[config.mk]
export PLATFORM = sky130hd
export DESIGN_NAME = cpm_mailbox
export DESIGN_NICKNAME = d
export VERILOG_FILES = /design/src/logic/cpm_fifo.sv /design/src/logic/cpm_pkg.sv /design/src/logic/cpm_mailbox.sv
export VERILOG_INCLUDE_DIRS = /design/src /design/src/logic
export SDC_FILE = /design/constraint.sdc
export NUM_CORES = 1
export LEC_CHECK = 0
export CORE_UTILIZATION = 25
export DETAILED_ROUTE_END_ITERATION = 8
export DONT_BUFFER_PORTS = 1
export GPL_TIMING_DRIVEN = 0
export SLEW_MARGIN = 20
export SYNTH_ARGS = -nofsm -noshare
export SYNTH_HDL_FRONTEND = slang
export SYNTH_SLANG_ARGS = --single-unit
export TNS_END_PERCENT = 100
[constraint.sdc]
create_clock -name core_clk_in -period 7.75 [get_ports core_clk_in]
set_input_delay 1.1625 -clock core_clk_in [delete_from_list [all_inputs] [get_ports core_clk_in]]
set_output_delay 1.1625 -clock core_clk_in [all_outputs]
set_load 0.02 [all_outputs]
[src/logic/cpm_consts.svh]
// Constants for the character processor mailbox and memory decode block
`ifndef CPM_CONSTS_SVH
`define CPM_CONSTS_SVH
`define CPM_DATA_W        8
`define CPM_ADDR_W        16
`define CPM_FIFO_DEPTH    4
`define CPM_FIFO_PTR_W    2
`define CPM_FIFO_CNT_W    3
`define CPM_PHASE_DIV     5'd24
`define CPM_PHASE_DIV_W   5
`define CPM_BIT_A15       15
`define CPM_BIT_A14       14
`define CPM_HI_BASE       8
`define CPM_RAM_TOP_LO    11
`define CPM_RAM_TOP_HI    13
`define CPM_BYTE_ZERO     8'h00
`define CPM_RAM_TOP_ZERO  3'h0
`endif

[src/logic/cpm_fifo.sv]
// Outbound FIFO module is kept beside the mailbox logic in the principal design file

[src/logic/cpm_pkg.sv]
// Types shared by the mailbox and memory decode block
package cpm_pkg;
    typedef enum logic [1:0] {
        CPM_MEM_NONE = 2'b00,
        CPM_MEM_ROM1 = 2'b01,
        CPM_MEM_ROM2 = 2'b10,
        CPM_MEM_RAM  = 2'b11
    } cpm_mem_sel_t;
endpackage : cpm_pkg

[src/logic/cpm_mailbox.sv]
// Character processor mailbox, address latch, phase clocks and memory decode
// What this block does
// - Host write strobe sets handshake, raises interrupts
// - Processor read or host request clears handshake
// - Inbound byte captured on set, driven on read
// - Outbound byte captured at processor write end
// - Ready low while outbound byte awaits host
// - Address latch captures high byte on strobe
// - Two opposite phase clocks from input clock
// - Vertical sync and blank presented as interrupts
// - Memory enables only in memory cycles
// - Decode bits 15 and 14 into ROM/RAM
// - Single large ROM option; RAM is 2K
`timescale 1ns/100ps
`include "cpm_consts.svh"
module cpm_mailbox (
    // Clock and reset
    input  wire logic                   core_clk_in,
    input  wire logic                   sys_rst_in,
    // Host side
    input  wire logic                   host_write_n_in,
    input  wire logic                   host_read_n_in,
    input  wire logic                   host_read_request_n_in,
    input  wire logic [`CPM_DATA_W-1:0] host_data_in,
    output logic      [`CPM_DATA_W-1:0] host_data_out,
    output logic                        host_data_oe_out,
    output logic                        host_write_ready_out,
    // Processor bus
    input  wire logic                   cp_mailbox_read_n_in,
    input  wire logic                   cp_mailbox_write_n_in,
    input  wire logic                   cp_addr_strobe_in,
    input  wire logic                   cp_io_not_mem_in,
    input  wire logic                   address_bit_15_in,
    input  wire logic [`CPM_DATA_W-1:0] cp_ad_in,
    output logic      [`CPM_DATA_W-1:0] cp_ad_out,
    output logic                        cp_ad_oe_out,
    output logic      [`CPM_DATA_W-1:0] latched_address_out,
    // Processor interrupts and status
    output logic                        cp_serial_in_out,
    output logic                        cp_restart_65_out,
    output logic                        cp_ready_n_out,
    output logic                        cp_vsync_int_out,
    output logic                        cp_vblank_int_out,
    input  wire logic                   vsync_start_in,
    input  wire logic                   vertical_blank_active_in,
    // Clocks to the processor
    output logic                        phase_clock_a_out,
    output logic                        phase_clock_b_out,
    // Memory decode
    input  wire logic                   single_rom_fitted_in,
    output logic                        first_rom_enable_out,
    output logic                        second_rom_enable_out,
    output logic                        ram_enable_out
);
    // ==========================================================
    // Decode function
    // ==========================================================
    function automatic cpm_pkg::cpm_mem_sel_t mem_decode(
        input logic io_sel, input logic a15, input logic a14,
        input logic single, input logic [2:0] top);
        cpm_pkg::cpm_mem_sel_t sel;
        sel = cpm_pkg::CPM_MEM_NONE;
        if (!io_sel) begin
            case ({a15, a14})
                2'b00:   sel = cpm_pkg::CPM_MEM_ROM1;
                2'b01:   sel = single ? cpm_pkg::CPM_MEM_ROM1 : cpm_pkg::CPM_MEM_ROM2;
                2'b10:   sel = (top == `CPM_RAM_TOP_ZERO) ? cpm_pkg::CPM_MEM_RAM
                                                          : cpm_pkg::CPM_MEM_NONE;
                default: sel = cpm_pkg::CPM_MEM_NONE;
            endcase
        end
        return sel;
    endfunction : mem_decode

    // ==========================================================
    // State declarations
    // ==========================================================
    logic                       handshake_ff, nxt_handshake;
    logic [`CPM_DATA_W-1:0]     inbound_ff, nxt_inbound;
    logic                       host_wr_d_ff, nxt_host_wr_d;
    logic                       cp_wr_d_ff, nxt_cp_wr_d;
    logic                       host_rd_d_ff, nxt_host_rd_d;
    logic [`CPM_DATA_W-1:0]     cp_wr_byte_ff, nxt_cp_wr_byte;
    logic [`CPM_DATA_W-1:0]     outbound_ff, nxt_outbound;
    logic                       out_full_ff, nxt_out_full;
    logic [`CPM_DATA_W-1:0]     host_data_ff, nxt_host_data;
    logic                       host_oe_ff, nxt_host_oe;
    logic [`CPM_DATA_W-1:0]     cp_ad_ff, nxt_cp_ad;
    logic                       cp_oe_ff, nxt_cp_oe;
    logic [`CPM_DATA_W-1:0]     latch_ff, nxt_latch;
    logic                       a14_ff, nxt_a14;
    logic [2:0]                 top_ff, nxt_top;
    logic [`CPM_PHASE_DIV_W-1:0] div_ff, nxt_div;
    logic                       phase_ff, nxt_phase;
    logic                       vs_ff, vb_ff;
    logic                       rom1_ff, rom2_ff, ram_ff;
    logic                       ready_n_ff, nxt_ready_n;
    logic                       wr_rdy_ff, nxt_wr_rdy, phase_b_ff, nxt_phase_b;
    logic                       fifo_in_ready, fifo_out_valid, fifo_pop;
    logic [`CPM_DATA_W-1:0]     fifo_out_data;
    logic                       cp_wr_end, host_rd_end;
    cpm_pkg::cpm_mem_sel_t      mem_sel;

    // Strobe edges
    assign cp_wr_end   = !cp_wr_d_ff && cp_mailbox_write_n_in;
    assign host_rd_end = !host_rd_d_ff && host_read_n_in;
    assign fifo_pop    = fifo_out_valid && !out_full_ff;

    // ==========================================================
    // Outbound buffer from processor
    // ==========================================================
    cpm_fifo #(
        .WIDTH (`CPM_DATA_W),
        .DEPTH (`CPM_FIFO_DEPTH)
    ) u_out_fifo (
        .core_clk_in   (core_clk_in),
        .sys_rst_in    (sys_rst_in),
        .in_valid_in   (cp_wr_end),
        .in_data_in    (cp_wr_byte_ff),
        .in_ready_out  (fifo_in_ready),
        .out_valid_out (fifo_out_valid),
        .out_data_out  (fifo_out_data),
        .out_ready_in  (fifo_pop)
    );

    // ==========================================================
    // Mailbox next state
    // ==========================================================
    always_comb begin
        nxt_host_wr_d  = host_write_n_in;
        nxt_cp_wr_d    = cp_mailbox_write_n_in;
        nxt_host_rd_d  = host_read_n_in;
        nxt_handshake  = handshake_ff;
        nxt_inbound    = inbound_ff;
        nxt_cp_wr_byte = cp_mailbox_write_n_in ? cp_wr_byte_ff : cp_ad_in;
        nxt_outbound   = outbound_ff;
        nxt_out_full   = out_full_ff;
        // Clear first so a new set in the same cycle wins
        if (!cp_mailbox_read_n_in || !host_read_request_n_in) begin
            nxt_handshake = 1'b0;
        end
        if (host_wr_d_ff && !host_write_n_in) begin
            nxt_handshake = 1'b1;
            nxt_inbound   = host_data_in;
        end
        // Host read consumes the outbound byte
        if (host_rd_end) begin
            nxt_out_full = 1'b0;
        end
        if (fifo_pop) begin
            nxt_outbound = fifo_out_data;
            nxt_out_full = 1'b1;
        end
        nxt_ready_n   = !(nxt_out_full || fifo_out_valid);
        nxt_wr_rdy    = fifo_in_ready && !cp_wr_end && cp_mailbox_write_n_in;
        nxt_host_data = outbound_ff;
        nxt_host_oe   = !host_read_n_in;
        nxt_cp_ad     = inbound_ff;
        nxt_cp_oe     = !cp_mailbox_read_n_in;
    end

    // ==========================================================
    // Address latch and decode next state
    // ==========================================================
    always_comb begin
        nxt_latch = latch_ff;
        nxt_a14   = a14_ff;
        nxt_top   = top_ff;
        if (cp_addr_strobe_in) begin
            nxt_latch = cp_ad_in;
            nxt_a14   = cp_ad_in[`CPM_BIT_A14-`CPM_HI_BASE];
            nxt_top   = cp_ad_in[`CPM_RAM_TOP_HI-`CPM_HI_BASE:`CPM_RAM_TOP_LO-`CPM_HI_BASE];
        end
        mem_sel = mem_decode(cp_io_not_mem_in, address_bit_15_in, a14_ff,
                             single_rom_fitted_in, top_ff);
    end

    // ==========================================================
    // Phase clock divider
    // ==========================================================
    always_comb begin
        nxt_div   = div_ff + 1'b1;
        nxt_phase = phase_ff;
        if (div_ff == `CPM_PHASE_DIV) begin
            nxt_div   = '0;
            nxt_phase = !phase_ff;
        end
        nxt_phase_b = !nxt_phase;
    end

    // ==========================================================
    // Registers
    // ==========================================================
    always_ff @(posedge core_clk_in or posedge sys_rst_in) begin
        if (sys_rst_in) begin
            handshake_ff  <= 1'b0;
            inbound_ff    <= `CPM_BYTE_ZERO;
            host_wr_d_ff  <= 1'b1;
            cp_wr_d_ff    <= 1'b1;
            host_rd_d_ff  <= 1'b1;
            cp_wr_byte_ff <= `CPM_BYTE_ZERO;
            outbound_ff   <= `CPM_BYTE_ZERO;
            out_full_ff   <= 1'b0;
            ready_n_ff    <= 1'b1;
            host_data_ff  <= `CPM_BYTE_ZERO;
            host_oe_ff    <= 1'b0;
            cp_ad_ff      <= `CPM_BYTE_ZERO;
            cp_oe_ff      <= 1'b0;
            latch_ff      <= `CPM_BYTE_ZERO;
            a14_ff        <= 1'b0;
            top_ff        <= `CPM_RAM_TOP_ZERO;
            div_ff        <= '0;
            phase_ff      <= 1'b0;
            phase_b_ff    <= 1'b1;
            wr_rdy_ff     <= 1'b0;
            vs_ff         <= 1'b0;
            vb_ff         <= 1'b0;
            rom1_ff       <= 1'b0;
            rom2_ff       <= 1'b0;
            ram_ff        <= 1'b0;
        end else begin
            handshake_ff  <= nxt_handshake;
            inbound_ff    <= nxt_inbound;
            host_wr_d_ff  <= nxt_host_wr_d;
            cp_wr_d_ff    <= nxt_cp_wr_d;
            host_rd_d_ff  <= nxt_host_rd_d;
            cp_wr_byte_ff <= nxt_cp_wr_byte;
            outbound_ff   <= nxt_outbound;
            out_full_ff   <= nxt_out_full;
            ready_n_ff    <= nxt_ready_n;
            host_data_ff  <= nxt_host_data;
            host_oe_ff    <= nxt_host_oe;
            cp_ad_ff      <= nxt_cp_ad;
            cp_oe_ff      <= nxt_cp_oe;
            latch_ff      <= nxt_latch;
            a14_ff        <= nxt_a14;
            top_ff        <= nxt_top;
            div_ff        <= nxt_div;
            phase_ff      <= nxt_phase;
            phase_b_ff    <= nxt_phase_b;
            wr_rdy_ff     <= nxt_wr_rdy;
            vs_ff         <= vsync_start_in;
            vb_ff         <= vertical_blank_active_in;
            rom1_ff       <= (mem_sel == cpm_pkg::CPM_MEM_ROM1);
            rom2_ff       <= (mem_sel == cpm_pkg::CPM_MEM_ROM2);
            ram_ff        <= (mem_sel == cpm_pkg::CPM_MEM_RAM);
        end
    end

    // ==========================================================
    // Outputs straight from flip-flops
    // ==========================================================
    assign host_data_out         = host_data_ff;
    assign host_data_oe_out      = host_oe_ff;
    assign host_write_ready_out  = wr_rdy_ff;
    assign cp_ad_out             = cp_ad_ff;
    assign cp_ad_oe_out          = cp_oe_ff;
    assign latched_address_out   = latch_ff;
    assign cp_serial_in_out      = handshake_ff;
    assign cp_restart_65_out     = handshake_ff;
    assign cp_ready_n_out        = ready_n_ff;
    assign cp_vsync_int_out      = vs_ff;
    assign cp_vblank_int_out     = vb_ff;
    assign phase_clock_a_out     = phase_ff;
    assign phase_clock_b_out     = phase_b_ff;
    assign first_rom_enable_out  = rom1_ff;
    assign second_rom_enable_out = rom2_ff;
    assign ram_enable_out        = ram_ff;
endmodule : cpm_mailbox

module cpm_fifo #(
    parameter int WIDTH = `CPM_DATA_W,
    parameter int DEPTH = `CPM_FIFO_DEPTH
) (
    // Clock and reset
    input  wire logic             core_clk_in,
    input  wire logic             sys_rst_in,
    // Fill side
    input  wire logic             in_valid_in,
    input  wire logic [WIDTH-1:0] in_data_in,
    output logic                  in_ready_out,
    // Drain side
    output logic                  out_valid_out,
    output logic [WIDTH-1:0]      out_data_out,
    input  wire logic             out_ready_in
);
    logic [WIDTH-1:0]            mem_ff [DEPTH];
    logic [`CPM_FIFO_PTR_W-1:0]  wr_ptr_ff, nxt_wr_ptr;
    logic [`CPM_FIFO_PTR_W-1:0]  rd_ptr_ff, nxt_rd_ptr;
    logic [`CPM_FIFO_CNT_W-1:0]  count_ff,  nxt_count;
    logic                        push, pop;

    // Handshake terms
    assign push          = in_valid_in && (count_ff != `CPM_FIFO_CNT_W'(DEPTH));
    assign pop           = out_ready_in && (count_ff != '0);
    assign in_ready_out  = (count_ff != `CPM_FIFO_CNT_W'(DEPTH));
    assign out_valid_out = (count_ff != '0);
    assign out_data_out  = mem_ff[rd_ptr_ff];

    // Pointer and count next values
    always_comb begin
        nxt_wr_ptr = push ? wr_ptr_ff + 1'b1 : wr_ptr_ff;
        nxt_rd_ptr = pop  ? rd_ptr_ff + 1'b1 : rd_ptr_ff;
        nxt_count  = count_ff;
        if (push && !pop) begin
            nxt_count = count_ff + 1'b1;
        end else if (pop && !push) begin
            nxt_count = count_ff - 1'b1;
        end
    end

    // Pointer and count registers
    always_ff @(posedge core_clk_in or posedge sys_rst_in) begin
        if (sys_rst_in) begin
            wr_ptr_ff <= '0;
            rd_ptr_ff <= '0;
            count_ff  <= '0;
        end else begin
            wr_ptr_ff <= nxt_wr_ptr;
            rd_ptr_ff <= nxt_rd_ptr;
            count_ff  <= nxt_count;
        end
    end

    // Storage cells
    for (genvar gi = 0; gi < DEPTH; gi++) begin : g_cell
        always_ff @(posedge core_clk_in or posedge sys_rst_in) begin
            if (sys_rst_in) begin
                mem_ff[gi] <= '0;
            end else if (push && (wr_ptr_ff == `CPM_FIFO_PTR_W'(gi))) begin
                mem_ff[gi] <= in_data_in;
            end
        end
    end
endmodule : cpm_fifo

==> summary.txt <==
Status
  – Outcome: finished clean

Pwr
  – Internal Power: 1.22 mW
  – Combinational share of power: 0.235
  – Clk pwr share: 0.257
  – Cell Pwr Density: 362 nW/um2
  – Switching share of power: 0.293
  – Leak: 2.04 nW
  – Peak supply drop: 0.113 mV
  – Flop pwr share: 0.508
  – Psw: 507 uW

Worst hold path
  – Min-delay src: inbound_ff[0]
  – Hold Path Sink: cp_ad_out[0]
  – Hold path cells: 0
  – Worst Hold Class: reg -> reg

Yosys
  – Cell variety after synth: 37
  – Fraction of registers with async set/reset: 1.00
  – Yosys top cell area share: 0.615
  – Syn nets: 292
  – Mapped Area: 4190 um2
  – Top post-synthesis cells by area: dfrtp_1, mux2_2, mux4_2, dfstp_2, mux2_4
  – Synth Area per Inst: 16.4 um2
  – Post-synth EDFFs: 0
  – Sequential cell area fraction in the yosys report: 0.647
  – Most used DFF post-synth: dfrtp_1
  – Ys Warns: 0
  – Synth area leader: dfrtp_1
  – Cells after Synth: 255
  – Yosys reg bits: 108

STA
  – Slew headroom: 0.594
  – Final hold viol count: 0
  – Clk_skew: 0.00557 ns
  – Worst Slack Setup Final: 5.12 ns
  – Setup TNS: 0 ns
  – Final worst path period share: 0.340
  – Final setup fails: 0
  – Slew at the pin closest to its max-slew limit: 0.609 ns
  – Setup repair after global routing missed its margin: false
  – Fin crit period: 2.63 ns
  – WHS: 0.373 ns
  – Max frequency: 380 MHz
  – Slew Limit Fails: 0

Place
  – Detailed Place HPWL: 4960 um
  – Gp weighted congestion: 0.644
  – I/O Buffers: 0
  – Placed instance area: 4490 um2
  – Setup WS pre-CTS: 4.71 ns

Worst setup path
  – Worst reg2reg endpoint: u_out_fifo.count_ff[2]
  – Kind of critical path: in -> reg
  – Critical-path top delay cell: fa_1
  – CP Capture Type: register
  – Flop2flop setup slack: 5.33 ns
  – FF-to-FF path depth: 10
  – Crit path cell chain: buf_2 -> nor2b_1 -> clkbuf_4 -> nand2_1 -> inv_1 -> ha_1 -> inv_1 -> fa_1 -> xor2_1 -> nor2_1 -> xor2_1
  – CP max FO: 10
  – Data required, critical path: 8.03 ns
  – Crit path launch type: input pin
  – Max incr delay on CP: 0.37 ns
  – Top delay family on crit path: adder cells
  – Crit Reg-Reg Startpoint: u_out_fifo.count_ff[0]
  – WP buf/inv: 4
  – CP arrival: 2.91 ns

Final layout
  – Share of cells above drive strength 1: 0.408
  – Nets@finish: 304
  – Fill cells: 1622
  – Register area: 2710 um2
  – Area delta synth->final: 14.1%
  – # diodes: 0
  – Fin area: 4780 um2
  – Commonest non-fill, non-tap cell in the layout: dfrtp_1
  – Multi-input logic area: 1370 um2
  – Most frequent cells in the layout: dfrtp_1, mux2_2, inv_1, clkbuf_16

Route
  – Pre-Repair DR Iteration Count: 4
  – DR vias/cell: 4.08
  – Drt total wl: 7410 um
  – Iter 0 DRT Violations: 121
  – Vias: 1993
  – Post-DRT Antenna Nets: 0
  – Drt drc: 0
  – DR WL/cell: 15.2 um

CTS
  – Cts hold-fix bufs: 0
  – Num CTS Buffers: 9
  – Post-CTS Setup Bufs: 0
  – Clk slew on worst S/H paths: 0.07 ns
  – CTS Buffer Depth: 2
  – Post-cts gate resize count: 0
  – Clock sinks: 108
  – CTS Root Cell: clkbuf_16
  – Htree depth: 3
  – CTS tree: yes
  – Clock latency at the later pin of the worst-skew pair: 0.35 ns

Global route
  – Initial antenna violation count: 0
  – Vias in the first global route: 2306
  – First-pass GRT wire length: 12400 um
  – Pin count of the biggest net entering global routing: 82
  – Gr ovfl total: 0
  – GRT Total Usage: 0.0953

Die
  – Initial cell density of the core: 0.260
  – Die span in x: 131 um
  – Die height: 131 um
  – Num rows: 46
  – I/O pins: 66
  – Core area: 16100 um2
  – Die area: 17300 um2

Job
  – Max Cap Viol: 0
==> how the worst max path moves through the flow <==
| stage | start | to | slack, ns | depth (start not counted) |
|---|---|---|---|---|
| after global routing | cp_mailbox_write_n_in | u_out_fifo.count_ff[2] | 4.99 | 11 |
| final | cp_mailbox_write_n_in | u_out_fifo.count_ff[2] | 5.12 | 11 |
| after CTS | cp_mailbox_write_n_in | u_out_fifo.count_ff[2] | 5.09 | 11 |
| after global placement | sys_rst_in | host_data_oe_out | 2.62 | 1 |
| after floorplan | sys_rst_in | cp_ad_oe_out | 3.75 | 1 |
| after detailed placement | cp_mailbox_write_n_in | u_out_fifo.count_ff[2] | 4.71 | 11 |
==> worst reg2reg max path, cell delays in order, from the launching register on <==
cell     delay (ns)
dfrtp_1        0.44
nor3_1         0.35
nor2_1         0.10
buf_1          0.30
inv_1          0.13
ha_1           0.19
inv_1          0.06
fa_1           0.37
xor2_1         0.15
nor2_1         0.11
xor2_1         0.16
==> registers in the layout (all words and copies together), names as in the netlist, 2 cells and up <==
name and cells:
host_data_out 8, cp_wr_byte_ff 8, u_out_fifo.rd_ptr_ff 2, cp_ad_out 8
u_out_fifo.mem_ff 32, u_out_fifo.wr_ptr_ff 2, div_ff 5, latched_address_out 8
inbound_ff 8, nxt_host_data 8, u_out_fifo.count_ff 3
==> metal layers <==
layer  wire (um)  GRT usage  vias to the layer above
met1        3330      0.118                     1025
met5           0          0                        -
met2        3400      0.139                       50
met4         153     0.0523                        0
met3         528     0.0409                       10
li1            -          -                      908
==> power groups by stage <==
stage	Sequential, mW	Combinational, mW	Clock (mW)
after floorplan	0.857	0.349	0
after global placement	0.881	0.395	0
after detailed placement	0.890	0.414	0
after CTS	0.880	0.416	0.465
after global routing	0.902	0.448	0.487
final	0.877	0.407	0.444
==> kinds of logic after synthesis <==
group                      Yosys count  synth area share
buffers and inverters               23            0.0275
muxes                               74             0.228
DFF                                108             0.647
AOI/OAI and AO/OA                    6            0.0102
xor gates and xnor gates             9            0.0188
and+or+nand+nor                     27            0.0436
adders and majority gates            8            0.0257
==> through the flow <==
step,power (mW),utilization,instances
5_1_grt,1.84,0.297,488
4_1_cts,1.76,0.297,488
2_1_floorplan,1.21,-,255
3_3_place_gp,1.28,0.277,471
3_5_place_dp,1.30,0.279,472
6_report,1.73,0.297,488
==> cells in the mapped netlist, types with 3 or more instances <==
cell	n
mux2_4	8
inv_1	12
xnor2_1	4
nor2_1	5
nand3_2	3
ha_1	7
mux4_2	8
xor2_1	5
mux2_2	58
nor2b_1	3
dfrtp_1	103
nor3_1	3
dfstp_2	5
clkbuf_1	3
==> area by class of cell <==
class | instances | area share
Inverter | 12 | 0.0105
Buffer | 11 | 0.0147
Timing Repair Buffer | 1 | 0.00576
Clock inverter | 6 | 0.00995
Tap cell | 216 | 0.0566
Clock buffer | 10 | 0.0500
Multi-Input combinational cell | 124 | 0.286
Sequential cell | 108 | 0.567
No activity file was read; power rests on OpenSTA's default activity.
